===== src/common/boost_seq_pkg.sv =====
package boost_seq_pkg;

    // ------------------------------------------------------------
    // Timebase
    // ------------------------------------------------------------
    localparam int CLK_PERIOD_NS = 8;
    localparam int US_NS         = 1000;
    localparam int US_DIV        = US_NS / CLK_PERIOD_NS;

    // ------------------------------------------------------------
    // Durations, in microseconds
    // ------------------------------------------------------------
    localparam int LIN_US        = 560;
    localparam int SS_HALF_US    = 128;
    localparam int SS_SECOND_US  = 384;
    localparam int ILIM_US       = 50;
    localparam int FIRST_RTRY_US = 5200;
    localparam int RETRY_US      = 5000;
    localparam int STAT_PULSE_US = 128;
    localparam int KEEPALIVE_US  = 32000000;

    // ------------------------------------------------------------
    // Register offsets
    // ------------------------------------------------------------
    localparam logic [7:0] ADDR_CONTROL0 = 8'h00;
    localparam logic [7:0] ADDR_CONTROL1 = 8'h01;
    localparam logic [7:0] ADDR_AUXCTRL  = 8'h05;
    localparam logic [7:0] ADDR_STATUS   = 8'h10;

    // ------------------------------------------------------------
    // Field positions
    // ------------------------------------------------------------
    localparam int C0_KEEPALIVE_RST = 7;
    localparam int C0_PIN_LEVEL     = 7;
    localparam int C0_BOOST_ACTIVE  = 3;
    localparam int C1_HIZ_REQ       = 1;
    localparam int C1_SW_BOOST      = 0;
    localparam int A5_AUX_DISABLE   = 6;
    localparam int A5_PIN_BOOST_EN  = 3;

    // ------------------------------------------------------------
    // Reset values
    // ------------------------------------------------------------
    localparam logic RST_SW_BOOST   = 1'b0;
    localparam logic RST_HIZ        = 1'b0;
    localparam logic RST_PIN_EN     = 1'b0;
    localparam logic RST_AUX_DIS    = 1'b0;

    // ------------------------------------------------------------
    // Fault codes
    // ------------------------------------------------------------
    localparam logic [2:0] FLT_NONE    = 3'h0;
    localparam logic [2:0] FLT_OVP     = 3'h1;
    localparam logic [2:0] FLT_STARTUP = 3'h2;
    localparam logic [2:0] FLT_UVLO    = 3'h3;
    localparam logic [2:0] FLT_THERMAL = 3'h5;
    localparam logic [2:0] FLT_TIMER   = 3'h6;

    typedef enum logic [2:0] {
        ST_IDLE,
        ST_LINEAR,
        ST_SOFTSTART,
        ST_RUN,
        ST_FAULT
    } boost_state_e;

endpackage


===== src/design/boost_startup_fault_sequencer.sv =====
`timescale 1ns/1ps
module boost_startup_fault_sequencer
    import boost_seq_pkg::*;
#(
    parameter int P_LIN_US        = LIN_US,
    parameter int P_SS_HALF_US    = SS_HALF_US,
    parameter int P_SS_SECOND_US  = SS_SECOND_US,
    parameter int P_FIRST_RTRY_US = FIRST_RTRY_US,
    parameter int P_RETRY_US      = RETRY_US,
    parameter int P_KEEPALIVE_US  = KEEPALIVE_US
) (
    input  wire logic       i_sys_clk,              // 125 MHz clock
    input  wire logic       i_resetn,               // Power-on reset
    input  wire logic [7:0] i_reg_addr,             // Register address
    input  wire logic       i_reg_wr,               // Write strobe
    input  wire logic [7:0] i_reg_wdata,            // Write data
    input  wire logic       i_reg_rd,               // Read strobe
    output logic      [7:0] o_reg_rdata,            // Read data
    input  wire logic       i_boost_request_pin,    // Pin, active high
    input  wire logic       i_bat_above_uvlo,       // Battery over UVLO
    input  wire logic       i_mid_rail_ready,       // Mid rail near battery
    input  wire logic       i_out_near_target,      // Output over 95 pct
    input  wire logic       i_fb_above_ref,         // Feedback over ref
    input  wire logic       i_current_limit,        // Peak limit active
    input  wire logic       i_out_overvoltage,      // Output overvoltage
    input  wire logic       i_thermal_shutdown,     // Die over limit
    input  wire logic       i_mid_above_bat,        // Mid rail over battery
    input  wire logic       i_termination_comparator, // Status bit 7
    input  wire logic       i_battery_comparator,   // Status bit 6
    input  wire logic       i_linear_charging_active, // Status bit 5
    input  wire logic       i_die_hot,              // Status bit 4
    input  wire logic       i_charge_loop_not_in_control, // Status bit 3
    input  wire logic       i_bus_limit_inactive,   // Status bit 2
    input  wire logic       i_input_supply_valid,   // Status bit 1
    input  wire logic       i_constant_voltage_flag, // Status bit 0
    output logic            o_linear_precharge,     // Precharge source on
    output logic            o_switch_enable,        // Boost switch allowed
    output logic            o_full_current_limit,   // 100 pct peak limit
    output logic            o_loop_closed,          // Regulation loop on
    output logic            o_power_stage_hiz,      // Power stage off
    output logic            o_aux_enable,           // Aux regulator on
    output logic            o_status_pulse,         // Fault pulse
    output logic            o_boost_active          // Boosting
);

    // ------------------------------------------------------------
    // State
    // ------------------------------------------------------------
    typedef struct packed {
        boost_state_e st;
        logic [6:0]   div;
        logic [15:0]  dur;
        logic [24:0]  keep;
        logic [7:0]   pulse;
        logic [2:0]   fault;
        logic         sw_req;
        logic         hz;
        logic         pin_en;
        logic         aux_dis;
        logic         retried;
        logic [7:0]   rdata;
    } state_s;

    state_s s;
    state_s next_s;

    localparam logic [6:0]  DIV_LAST  = 7'(US_DIV - 1);
    localparam logic [15:0] LIN_T     = 16'(P_LIN_US);
    localparam logic [15:0] SS_HALF_T = 16'(P_SS_HALF_US);
    localparam logic [15:0] SS_END_T  = 16'(P_SS_HALF_US + P_SS_SECOND_US);
    localparam logic [15:0] ILIM_T    = 16'(ILIM_US);
    localparam logic [15:0] RTRY1_T   = 16'(P_FIRST_RTRY_US);
    localparam logic [15:0] RTRY_T    = 16'(P_RETRY_US);
    localparam logic [24:0] KEEP_T    = 25'(P_KEEPALIVE_US);
    localparam logic [7:0]  PULSE_T   = 8'(STAT_PULSE_US);

    function automatic logic is_active(input boost_state_e st);
        is_active = (st == ST_LINEAR) || (st == ST_SOFTSTART)
                 || (st == ST_RUN);
    endfunction

    logic       tick;
    logic       pin_path;
    logic       boost_en;
    logic       active;
    logic [7:0] status_live;

    assign tick     = (s.div == DIV_LAST);
    assign pin_path = s.pin_en & i_boost_request_pin;
    assign boost_en = pin_path | (~s.hz & s.sw_req);
    assign active   = is_active(s.st);

    // Raw comparator levels, no filtering
    assign status_live = {i_termination_comparator,
                          i_battery_comparator,
                          i_linear_charging_active,
                          i_die_hot,
                          i_charge_loop_not_in_control,
                          i_bus_limit_inactive,
                          i_input_supply_valid,
                          i_constant_voltage_flag};

    // ------------------------------------------------------------
    // Next state
    // ------------------------------------------------------------
    always_comb begin
        logic [2:0]   fcode;
        boost_state_e nst;
        fcode  = FLT_NONE;
        next_s = s;
        nst    = s.st;
        next_s.div = tick ? 7'h00 : s.div + 7'h01;

        // --------
        // Register writes
        // --------
        if (i_reg_wr) begin
            case (i_reg_addr)
                ADDR_CONTROL1: begin
                    next_s.hz     = i_reg_wdata[C1_HIZ_REQ];
                    next_s.sw_req = i_reg_wdata[C1_SW_BOOST];
                end
                ADDR_AUXCTRL: begin
                    next_s.aux_dis = i_reg_wdata[A5_AUX_DISABLE];
                    next_s.pin_en  = i_reg_wdata[A5_PIN_BOOST_EN];
                end
                default: begin
                end
            endcase
        end

        // --------
        // Register reads, captured into a flop
        // --------
        next_s.rdata = s.rdata;
        if (i_reg_rd) begin
            case (i_reg_addr)
                ADDR_CONTROL0: begin
                    next_s.rdata = 8'h00;
                    next_s.rdata[C0_PIN_LEVEL]    = i_boost_request_pin;
                    next_s.rdata[C0_BOOST_ACTIVE] = active;
                    next_s.rdata[2:0]             = s.fault;
                    next_s.fault = FLT_NONE;
                end
                ADDR_CONTROL1: begin
                    next_s.rdata = {6'h00, s.hz, s.sw_req};
                end
                ADDR_AUXCTRL: begin
                    next_s.rdata = 8'h00;
                    next_s.rdata[A5_AUX_DISABLE]  = s.aux_dis;
                    next_s.rdata[A5_PIN_BOOST_EN] = s.pin_en;
                end
                ADDR_STATUS: begin
                    next_s.rdata = status_live;
                end
                default: begin
                    next_s.rdata = 8'h00;
                end
            endcase
        end

        // --------
        // Keep-alive runs only while boosting
        // --------
        if (!active || (i_reg_wr && i_reg_addr == ADDR_CONTROL0
                        && i_reg_wdata[C0_KEEPALIVE_RST])) begin
            next_s.keep = 25'h0000000;
        end else if (tick && s.keep != KEEP_T) begin
            next_s.keep = s.keep + 25'h0000001;
        end

        // --------
        // Sequencer
        // --------
        case (s.st)
            ST_IDLE: begin
                if (!pin_path) begin
                    next_s.retried = 1'b0;
                end
                if (boost_en) begin
                    if (i_bat_above_uvlo) begin
                        nst = ST_LINEAR;
                    end else begin
                        fcode = FLT_UVLO;
                    end
                end
            end
            ST_LINEAR: begin
                if (i_mid_rail_ready) begin
                    nst = ST_SOFTSTART;
                end else if (s.dur >= LIN_T) begin
                    fcode = FLT_STARTUP;
                end
            end
            ST_SOFTSTART: begin
                if (i_out_near_target) begin
                    nst = ST_RUN;
                    // Good start rearms the long delay
                    next_s.retried = 1'b0;
                end else if (s.dur >= SS_END_T) begin
                    fcode = FLT_STARTUP;
                end
            end
            ST_RUN: begin
                if (s.dur > ILIM_T) begin
                    fcode = FLT_STARTUP;
                end
            end
            ST_FAULT: begin
                if (!pin_path) begin
                    next_s.retried = 1'b0;
                    if (boost_en) begin
                        nst = ST_LINEAR;
                    end else begin
                        nst = ST_IDLE;
                    end
                end else if (s.dur >= (s.retried ? RTRY_T : RTRY1_T)) begin
                    nst = ST_LINEAR;
                    next_s.retried = 1'b1;
                end
            end
            default: begin
                nst = ST_IDLE;
            end
        endcase

        // --------
        // Hazard faults during boost, highest priority last wins
        // --------
        if (active) begin
            if (!boost_en) begin
                nst = ST_IDLE;
                next_s.sw_req = 1'b0;
            end
            if (!i_bat_above_uvlo) begin
                fcode = FLT_UVLO;
            end
            if (i_out_overvoltage) begin
                fcode = FLT_OVP;
            end
            if (i_thermal_shutdown) begin
                fcode = FLT_THERMAL;
            end
            if (s.keep == KEEP_T) begin
                fcode = FLT_TIMER;
                next_s.hz      = RST_HIZ;
                next_s.pin_en  = RST_PIN_EN;
                next_s.aux_dis = RST_AUX_DIS;
            end
        end

        // --------
        // Only the listed codes reach the field
        // --------
        if (fcode != FLT_NONE) begin
            nst            = ST_FAULT;
            next_s.fault   = fcode;
            next_s.sw_req  = RST_SW_BOOST;
            next_s.pulse   = PULSE_T;
            next_s.keep    = 25'h0000000;
        end else if (tick && s.pulse != 8'h00) begin
            next_s.pulse = s.pulse - 8'h01;
        end

        // --------
        // Run state counts consecutive limit time only
        // --------
        if (nst != s.st) begin
            next_s.dur = 16'h0000;
        end else if (s.st == ST_RUN && !i_current_limit) begin
            next_s.dur = 16'h0000;
        end else if (tick && s.dur != 16'hFFFF) begin
            next_s.dur = s.dur + 16'h0001;
        end
        next_s.st = nst;
    end

    // ------------------------------------------------------------
    // Registers
    // ------------------------------------------------------------
    always_ff @(posedge i_sys_clk or negedge i_resetn) begin
        if (!i_resetn) begin
            s.st      <= ST_IDLE;
            s.div     <= 7'h00;
            s.dur     <= 16'h0000;
            s.keep    <= 25'h0000000;
            s.pulse   <= 8'h00;
            s.fault   <= FLT_NONE;
            s.sw_req  <= RST_SW_BOOST;
            s.hz      <= RST_HIZ;
            s.pin_en  <= RST_PIN_EN;
            s.aux_dis <= RST_AUX_DIS;
            s.retried <= 1'b0;
            s.rdata   <= 8'h00;
        end else begin
            s <= next_s;
        end
    end

    // ------------------------------------------------------------
    // Outputs
    // ------------------------------------------------------------
    assign o_reg_rdata        = s.rdata;
    assign o_linear_precharge = (s.st == ST_LINEAR);
    // Skipping pulses above the reference keeps the output from pumping
    assign o_switch_enable    = (s.st == ST_SOFTSTART)
                             || (s.st == ST_RUN && !i_fb_above_ref);
    assign o_full_current_limit = (s.st == ST_RUN)
                             || (s.st == ST_SOFTSTART
                                 && s.dur >= SS_HALF_T);
    assign o_loop_closed      = (s.st == ST_RUN);
    assign o_power_stage_hiz  = !active;
    assign o_aux_enable       = i_mid_above_bat && !active
                             && !s.hz && !s.aux_dis;
    assign o_status_pulse     = (s.pulse != 8'h00);
    assign o_boost_active     = active;

endmodule


===== config.mk =====
export PLATFORM = sky130hd
export DESIGN_NAME = boost_startup_fault_sequencer
export DESIGN_NICKNAME = d
export VERILOG_FILES = /design/src/common/boost_seq_pkg.sv /design/src/design/boost_startup_fault_sequencer.sv
export SDC_FILE = /design/constraint.sdc
export NUM_CORES = 1
export LEC_CHECK = 0
export BUFFER_PORTS_ARGS = -buffer_cell sky130_fd_sc_hd__buf_2
export CAP_MARGIN = 30
export CORE_UTILIZATION = 61
export CTS_BUF_LIST = sky130_fd_sc_hd__clkbuf_4
export DETAILED_ROUTE_END_ITERATION = 10
export PLACE_DENSITY = 0.9
export SYNTH_ARGS = -nofsm -noshare
export SYNTH_HDL_FRONTEND = slang
export SYNTH_SLANG_ARGS = --single-unit

===== constraint.sdc =====
create_clock -name i_sys_clk -period 3.05 [get_ports i_sys_clk]
set_clock_uncertainty 0.05 [all_clocks]
set_input_delay 0.1525 -clock i_sys_clk [delete_from_list [all_inputs] [get_ports i_sys_clk]]
set_output_delay 0.1525 -clock i_sys_clk [all_outputs]
set_load 0.1 [all_outputs]

==> results of run 1 <==
## registers in the layout, indices dropped and copies added, names as in the netlist
register / count
s: 67
o_reg_rdata: 8
## cells in the mapped netlist (all sizes together), types with 4 or more instances
cell    number
nor2        83
dfrtp       75
nand2       42
xor2        30
inv         26
nand3       22
a21oi       18
xnor2       18
o21ai       15
buf         14
ha          14
nand4       13
nor4        10
clkbuf       8
nor3         8
o22ai        8
and3         5
or4          5
and2         4
and4         4
mux2         4
nand4b       4
nor2b        4
## worst reg2reg max path, cell delays in order, from the launching register on
cell       delay, ns
dfrtp_1         0.44
or4b_2          0.72
nor4_4          0.40
a2111oi_1       0.15
a221oi_1        0.38
o211ai_2        0.28
buf_4           0.26
nor2_1          0.14
## report_power, final
group / leakage [uW] / total [uW] / internal, uW / switching, uW
Clock: 0.000106 / 863 / 502 / 361
Combinational: 0.00104 / 332 / 134 / 198
Sequential: 0.00102 / 1120 / 1060 / 59.7
Total: 0.00216 / 2320 / 1700 / 618
## per-stage QoR
| stage | worst slack, ns | cells |
|---|---|---|
| global route | 0.0810 | 656 |
| global placement | 0.424 | 626 |
| floorplan | 0.0353 | 491 |
| CTS | 0.274 | 656 |
| detailed placement | 0.312 | 626 |
| finish | 0.169 | 656 |
## worst max path at each step
| stage | startpoint | end | slack (ns) | depth (start not counted) |
|---|---|---|---|---|
| 2_1_floorplan | s[73] | o_aux_enable | 0.04 | 3 |
| 3_3_place_gp | s[40] | s[64] | 0.42 | 7 |
| 3_5_place_dp | s[40] | s[55] | 0.31 | 7 |
| 4_1_cts | s[40] | s[55] | 0.27 | 7 |
| 5_1_grt | s[40] | s[64] | 0.08 | 7 |
| 6_report | s[40] | s[55] | 0.17 | 7 |
## cell families after synthesis
family / after synthesis / share of synthesized area
muxes: 5 / 0.0124
and+or+nand+nor: 224 / 0.259
buffers and inverters: 48 / 0.0544
adders and majority gates: 14 / 0.0394
AOI/OAI and AO/OA: 77 / 0.118
xor gates and xnor gates: 48 / 0.0946
DFF: 75 / 0.423
## layout make-up
cell class / instances / area, sq um
Clock buffer: 10 / 75.1
Clock inverter: 6 / 128
Fill cell: 440 / 1800
Inverter: 26 / 97.6
Multi-Input combinational cell: 368 / 2330
Sequential cell: 75 / 1880
Tap cell: 96 / 120
Timing Repair Buffer: 75 / 475
## routing by layer
layer  wire length, um  GRT usage  vias to the layer above
li1                  -          -                     1857
met3               794     0.0645                       53
met4               410      0.174                        0
met1              4460      0.388                     1912
met5                 0          0                        -
met2              5260      0.524                      236
## placed cells by master (no fill, tap or decap), types with 3 or more instances in the layout
cell type / count
nor2_1: 82
dfrtp_1: 75
buf_2: 49
nand2_1: 42
xor2_1: 30
inv_1: 26
nand3_1: 22
a21oi_1: 18
xnor2_1: 18
o21ai_0: 15
ha_1: 14
dlygate4sd3_1: 14
nand4_1: 13
buf_4: 12
clkbuf_4: 10
nor3_1: 8
o22ai_1: 8
nor4_1: 7
or4_1: 5
and3_1: 5
nor2b_1: 4
nand4b_1: 4
and2_1: 4
mux2_2: 4
and4_1: 4
bufinv_16: 4
or4b_2: 3
or3_1: 3
o31ai_1: 3
a221oi_1: 3
a22oi_1: 3
a211oi_1: 3
==> impl_metrics.env, run 1 <==
export IMPL_fp_dieH_um=87.3
export IMPL_pin_count=53
export IMPL_critPathTopFamily="simple AND/OR/NAND/NOR gates"
export IMPL_start_kind="flop"
export IMPL_yosysSeqAreaShare=0.423
export IMPL_drive_gt1_frac=0.170
export IMPL_antenna_found_initial=0
export IMPL_cts_clk_slew_worst_paths_ns=0.13
export IMPL_post_route_util=0.739
export IMPL_yosysTopAreaCellShare=0.423
export IMPL_power_leakage_uw=0.00216
export IMPL_rows=30
export IMPL_period_needed_ns=2.88
export IMPL_fin_crit_sh=0.945
export IMPL_synthArstFlopShare=1.00
export IMPL_syn_cell_area_sq_mm=0.00444
export IMPL_post_drt_via_cell_ratio=6.19
export IMPL_dr_pass1_iters=5
export IMPL_synth_area_leaders="dfrtp_1 42%, nor2_1 6.9%, xor2_1 5.9%"
export IMPL_n_antenna_cell=0
export IMPL_synth_edff_count=0
export IMPL_hpwl_um=7070
export IMPL_syn_inst=491
export IMPL_p_per_area_mw_per_mm2=453
export IMPL_cts_root_buf="clkbuf_4"
export IMPL_nNetsFinal=606
export IMPL_grt_usage=0.317
export IMPL_r2r_end="s[55]"
export IMPL_die_w_um=87.3
export IMPL_drtIter0Drc=368
export IMPL_arrival_ns=3.20
export IMPL_gp_congestion=0.933
export IMPL_port_buffers=49
export IMPL_start_util=0.643
export IMPL_hold_viol=0
export IMPL_clk_path_buf_depth=2
export IMPL_relSlewSlack=0.412
export IMPL_placed_area_sq_mm=0.00476
export IMPL_grt_pass1_wl_um=18700
export IMPL_status="completed"
export IMPL_ff2ff_path_depth=7
export IMPL_r2r_setup_slack_ns=0.17
export IMPL_wl_per_cell_um=16.7
export IMPL_coreArea_sq_mm=0.00691
export IMPL_synth_cell_type_count=64
export IMPL_synth_top_cell_by_area="dfrtp_1"
export IMPL_syn_num_nets=542
export IMPL_cts_sinks=75
export IMPL_critPathSlowestCell="or4b_2"
export IMPL_holdCritPathClass="input pin to flop"
export IMPL_path_cells="or4b_2, nor4_4, a2111oi_1, a221oi_1, o211ai_2, buf_4, nor2_1"
export IMPL_maxSlewViolCount=0
export IMPL_max_freq_mhz=347
export IMPL_postLayoutCellArea_sq_mm=0.00511
export IMPL_cts_tree="yes"
export IMPL_crit_path_end_kind="flop"
export IMPL_post_cts_setup_buffer_count=0
export IMPL_finalPower_uw=2320
export IMPL_areaGrowthSynthToFinish_pct=15.0
export IMPL_ys_ff_latch=75
export IMPL_antenna_left=0
export IMPL_synthFlopType="dfrtp_1"
export IMPL_yosysWarningCount=0
export IMPL_insertion_delay_ns=0.43
export IMPL_holdWs_ns=0.0235
export IMPL_required_ns=3.37
export IMPL_setup_violations=0
export IMPL_worstHoldEndpoint="s[8]"
export IMPL_num_vias=4058
export IMPL_drv_cap=0
export IMPL_path_max_fanout=11
export IMPL_cpPeakStageDelay_ns=0.72
export IMPL_grt_overflow=0
export IMPL_cts_hold_buf=14
export IMPL_reg2reg_from="s[40]"
export IMPL_hp_start="i_boost_request_pin"
export IMPL_avgSynthCellArea_sq_um=9.05
export IMPL_min_path_cells=3
export IMPL_worstSetupPathType="flop to flop"
export IMPL_htreeDepth=3
export IMPL_drc_errors=0
export IMPL_cts_buffers=9
export IMPL_post_cts_resize_count=0
export IMPL_routed_wl_um=10900
export IMPL_die_area_sq_mm=0.00763
export IMPL_grt_max_degree=34
export IMPL_fin_tns_setup_ns=0
export IMPL_peakVddDrop_mv=0.218
export IMPL_rsz0062_at_grt="no"
export IMPL_worstMarginPinSlew_ns=0.869
export IMPL_grt_pass1_vias=4083
export IMPL_cp_buffers_inverters=1
No activity file was read; power rests on OpenSTA's default activity.
==> run 2: changes to the inputs <==
- CELL_PAD_IN_SITES_DETAIL_PLACEMENT: unset -> 2
- CELL_PAD_IN_SITES_GLOBAL_PLACEMENT: unset -> 2
- CORE_UTILIZATION: 61 -> 37
- HOLD_SLACK_MARGIN: unset -> 0.15
- PLACE_DENSITY: 0.9 -> 0.88
==> run 2 against run 1 <==
  * The run now ends with design-rule violations, negative setup slack left
  * Power is 2.4% lower
  * Die area is 63% higher
  * Flip-flop and latch count stayed put
  * Setup slack worse by 0.31 ns
  * Register-to-register slack worse by 0.31 ns
  * Largest cell class unchanged
==> impl_metrics.env, run 2 (synthesis gave the netlist of run 1 again) <==
export IMPL_final_common_cell="nor2_1"
export IMPL_instances_no_fill=731
export IMPL_post_drt_via_cell_ratio=6.26
export IMPL_hp_start="i_reg_wdata[7]"
export IMPL_cts_clk_slew_worst_paths_ns=0.14
export IMPL_hpwl_um=9760
export IMPL_setup_ws_ns=-0.145
export IMPL_arrival_ns=3.51
export IMPL_antenna_left=0
export IMPL_max_freq_mhz=313
export IMPL_path_common_cell="a21oi_1"
export IMPL_crit_path_end_kind="flop"
export IMPL_setup_violations=10
export IMPL_worstMarginPinSlew_ns=0.970
export IMPL_layout_common_cells="82 x nor2_1, 74 x dfrtp_1, 48 x buf_2, 42 x nand2_1, 42 x dlygate4sd3_1"
export IMPL_routed_wl_um=20800
export IMPL_status="finished, violations left"
export IMPL_worstSetupPathType="flop to flop"
export IMPL_grt_pass1_vias=4913
export IMPL_die_w_um=112
export IMPL_nNetsFinal=634
export IMPL_rows=39
export IMPL_rsz0062_at_grt="yes"
export IMPL_fp_dieH_um=112
export IMPL_die_area_sq_mm=0.0124
export IMPL_place_inst=670
export IMPL_drive_gt1_frac=0.168
export IMPL_grt_max_degree=76
export IMPL_areaGrowthSynthToFinish_pct=21.9
export IMPL_hold_viol=0
export IMPL_cts_sinks=75
export IMPL_drv_cap=0
export IMPL_dr_pass1_iters=10
export IMPL_num_vias=4576
export IMPL_wl_per_cell_um=28.5
export IMPL_drtIter0Drc=334
export IMPL_critPathTopFamily="compound AO/OA/AOI/OAI gates"
export IMPL_grt_usage=0.307
export IMPL_path_max_fanout=6
export IMPL_period_needed_ns=3.20
export IMPL_port_buffers=49
export IMPL_largest_register_ff_count=67
export IMPL_post_route_util=0.468
export IMPL_holdCritPathClass="input pin to flop"
export IMPL_grt_overflow=0
export IMPL_r2r_setup_slack_ns=-0.15
export IMPL_critPathSlowestCell="o41ai_1"
export IMPL_cp_buffers_inverters=1
export IMPL_pre_cts_slack_ns=0.168
export IMPL_cts_tree="yes"
export IMPL_cpPeakStageDelay_ns=0.79
export IMPL_min_path_cells=3
export IMPL_grt_pass1_wl_um=28800
export IMPL_cts_buffers=9
export IMPL_peakVddDrop_mv=0.150
export IMPL_cts_root_buf="clkbuf_4"
export IMPL_p_per_area_mw_per_mm2=417
export IMPL_clk_path_buf_depth=2
export IMPL_gp_congestion=0.813
export IMPL_worstHoldEndpoint="s[47]"
export IMPL_power_leakage_uw=0.00227
export IMPL_ff2ff_path_depth=7
export IMPL_fin_crit_sh=1.05
export IMPL_reg2reg_from="s[53]"
export IMPL_maxSlewViolCount=0
export IMPL_drc_errors=9
export IMPL_insertion_delay_ns=0.50
export IMPL_path_cells="and2_1, o41ai_1, a21oi_1, a21oi_1, o211ai_2, buf_4, nor2_1"
export IMPL_n_antenna_cell=0
export IMPL_top_register="s"
export IMPL_relSlewSlack=0.344
export IMPL_r2r_end="s[57]"
export IMPL_start_kind="flop"
export IMPL_required_ns=3.37
export IMPL_htreeDepth=3
export IMPL_start_util=0.384
export IMPL_violations="design-rule violations, negative setup slack"
export IMPL_pin_count=53
export IMPL_coreArea_sq_mm=0.0116
export IMPL_antenna_found_initial=0
run 2: worst register-to-register path, stage by stage (launching register included):
cell and delay (ns):
dfrtp_1 0.48, and2_1 0.27, o41ai_1 0.79, a21oi_1 0.27, a21oi_1 0.41, o211ai_2 0.32, buf_4 0.26, nor2_1 0.24
run 2: area by class of cell:
cell class / instances / area, sq um
sequential: 75 / 1880
tap: 143 / 179
clock buffer: 10 / 75.1
clock inverter: 6 / 56.3
timing repair buffer: 102 / 771
fill: 1237 / 6150
multi-input combinational: 369 / 2360
inverter: 26 / 97.6
run 2: worst max-delay path by stage:
stage	cells past startpoint	from	to	slack, ns
detailed placement	6	s[40]	s[26]	0.17
finish	7	s[53]	s[57]	-0.15
floorplan	3	s[73]	o_aux_enable	0.04
global placement	6	s[40]	s[48]	0.32
global route	7	s[59]	s[8]	-0.17
CTS	6	s[40]	s[40]	0.13
run 2: what timing repair did:
item	in CTS	in global routing
gates resized for setup	0	5
setup endpoints to repair	0	39
hold endpoints to repair	92	14
setup buffers	0	1
hold buffers	41	1
run 2: layer usage:
layer,GRT usage,vias up,routed length [um]
li1,-,1907,-
met3,0.0555,93,1220
met4,0.173,0,1230
met5,0,-,0
met2,0.535,245,10000
met1,0.354,2331,8320
run 2: per-stage QoR:
stage,area [sq um],hold slack [ns],total power [uW],TNS [ns]
finish,5420,0.211,2260,-0.521
global route,5420,0.214,2320,-0.776
CTS,5350,0.171,2140,0
detailed placement,4800,0.334,1480,0
global placement,4800,0.312,1450,0
floorplan,4450,-0.193,1350,0
run 2: power by group:
group	switching [uW]	internal, uW
Sequential	84.2	1060
Clock	424	252
Combinational	281	157
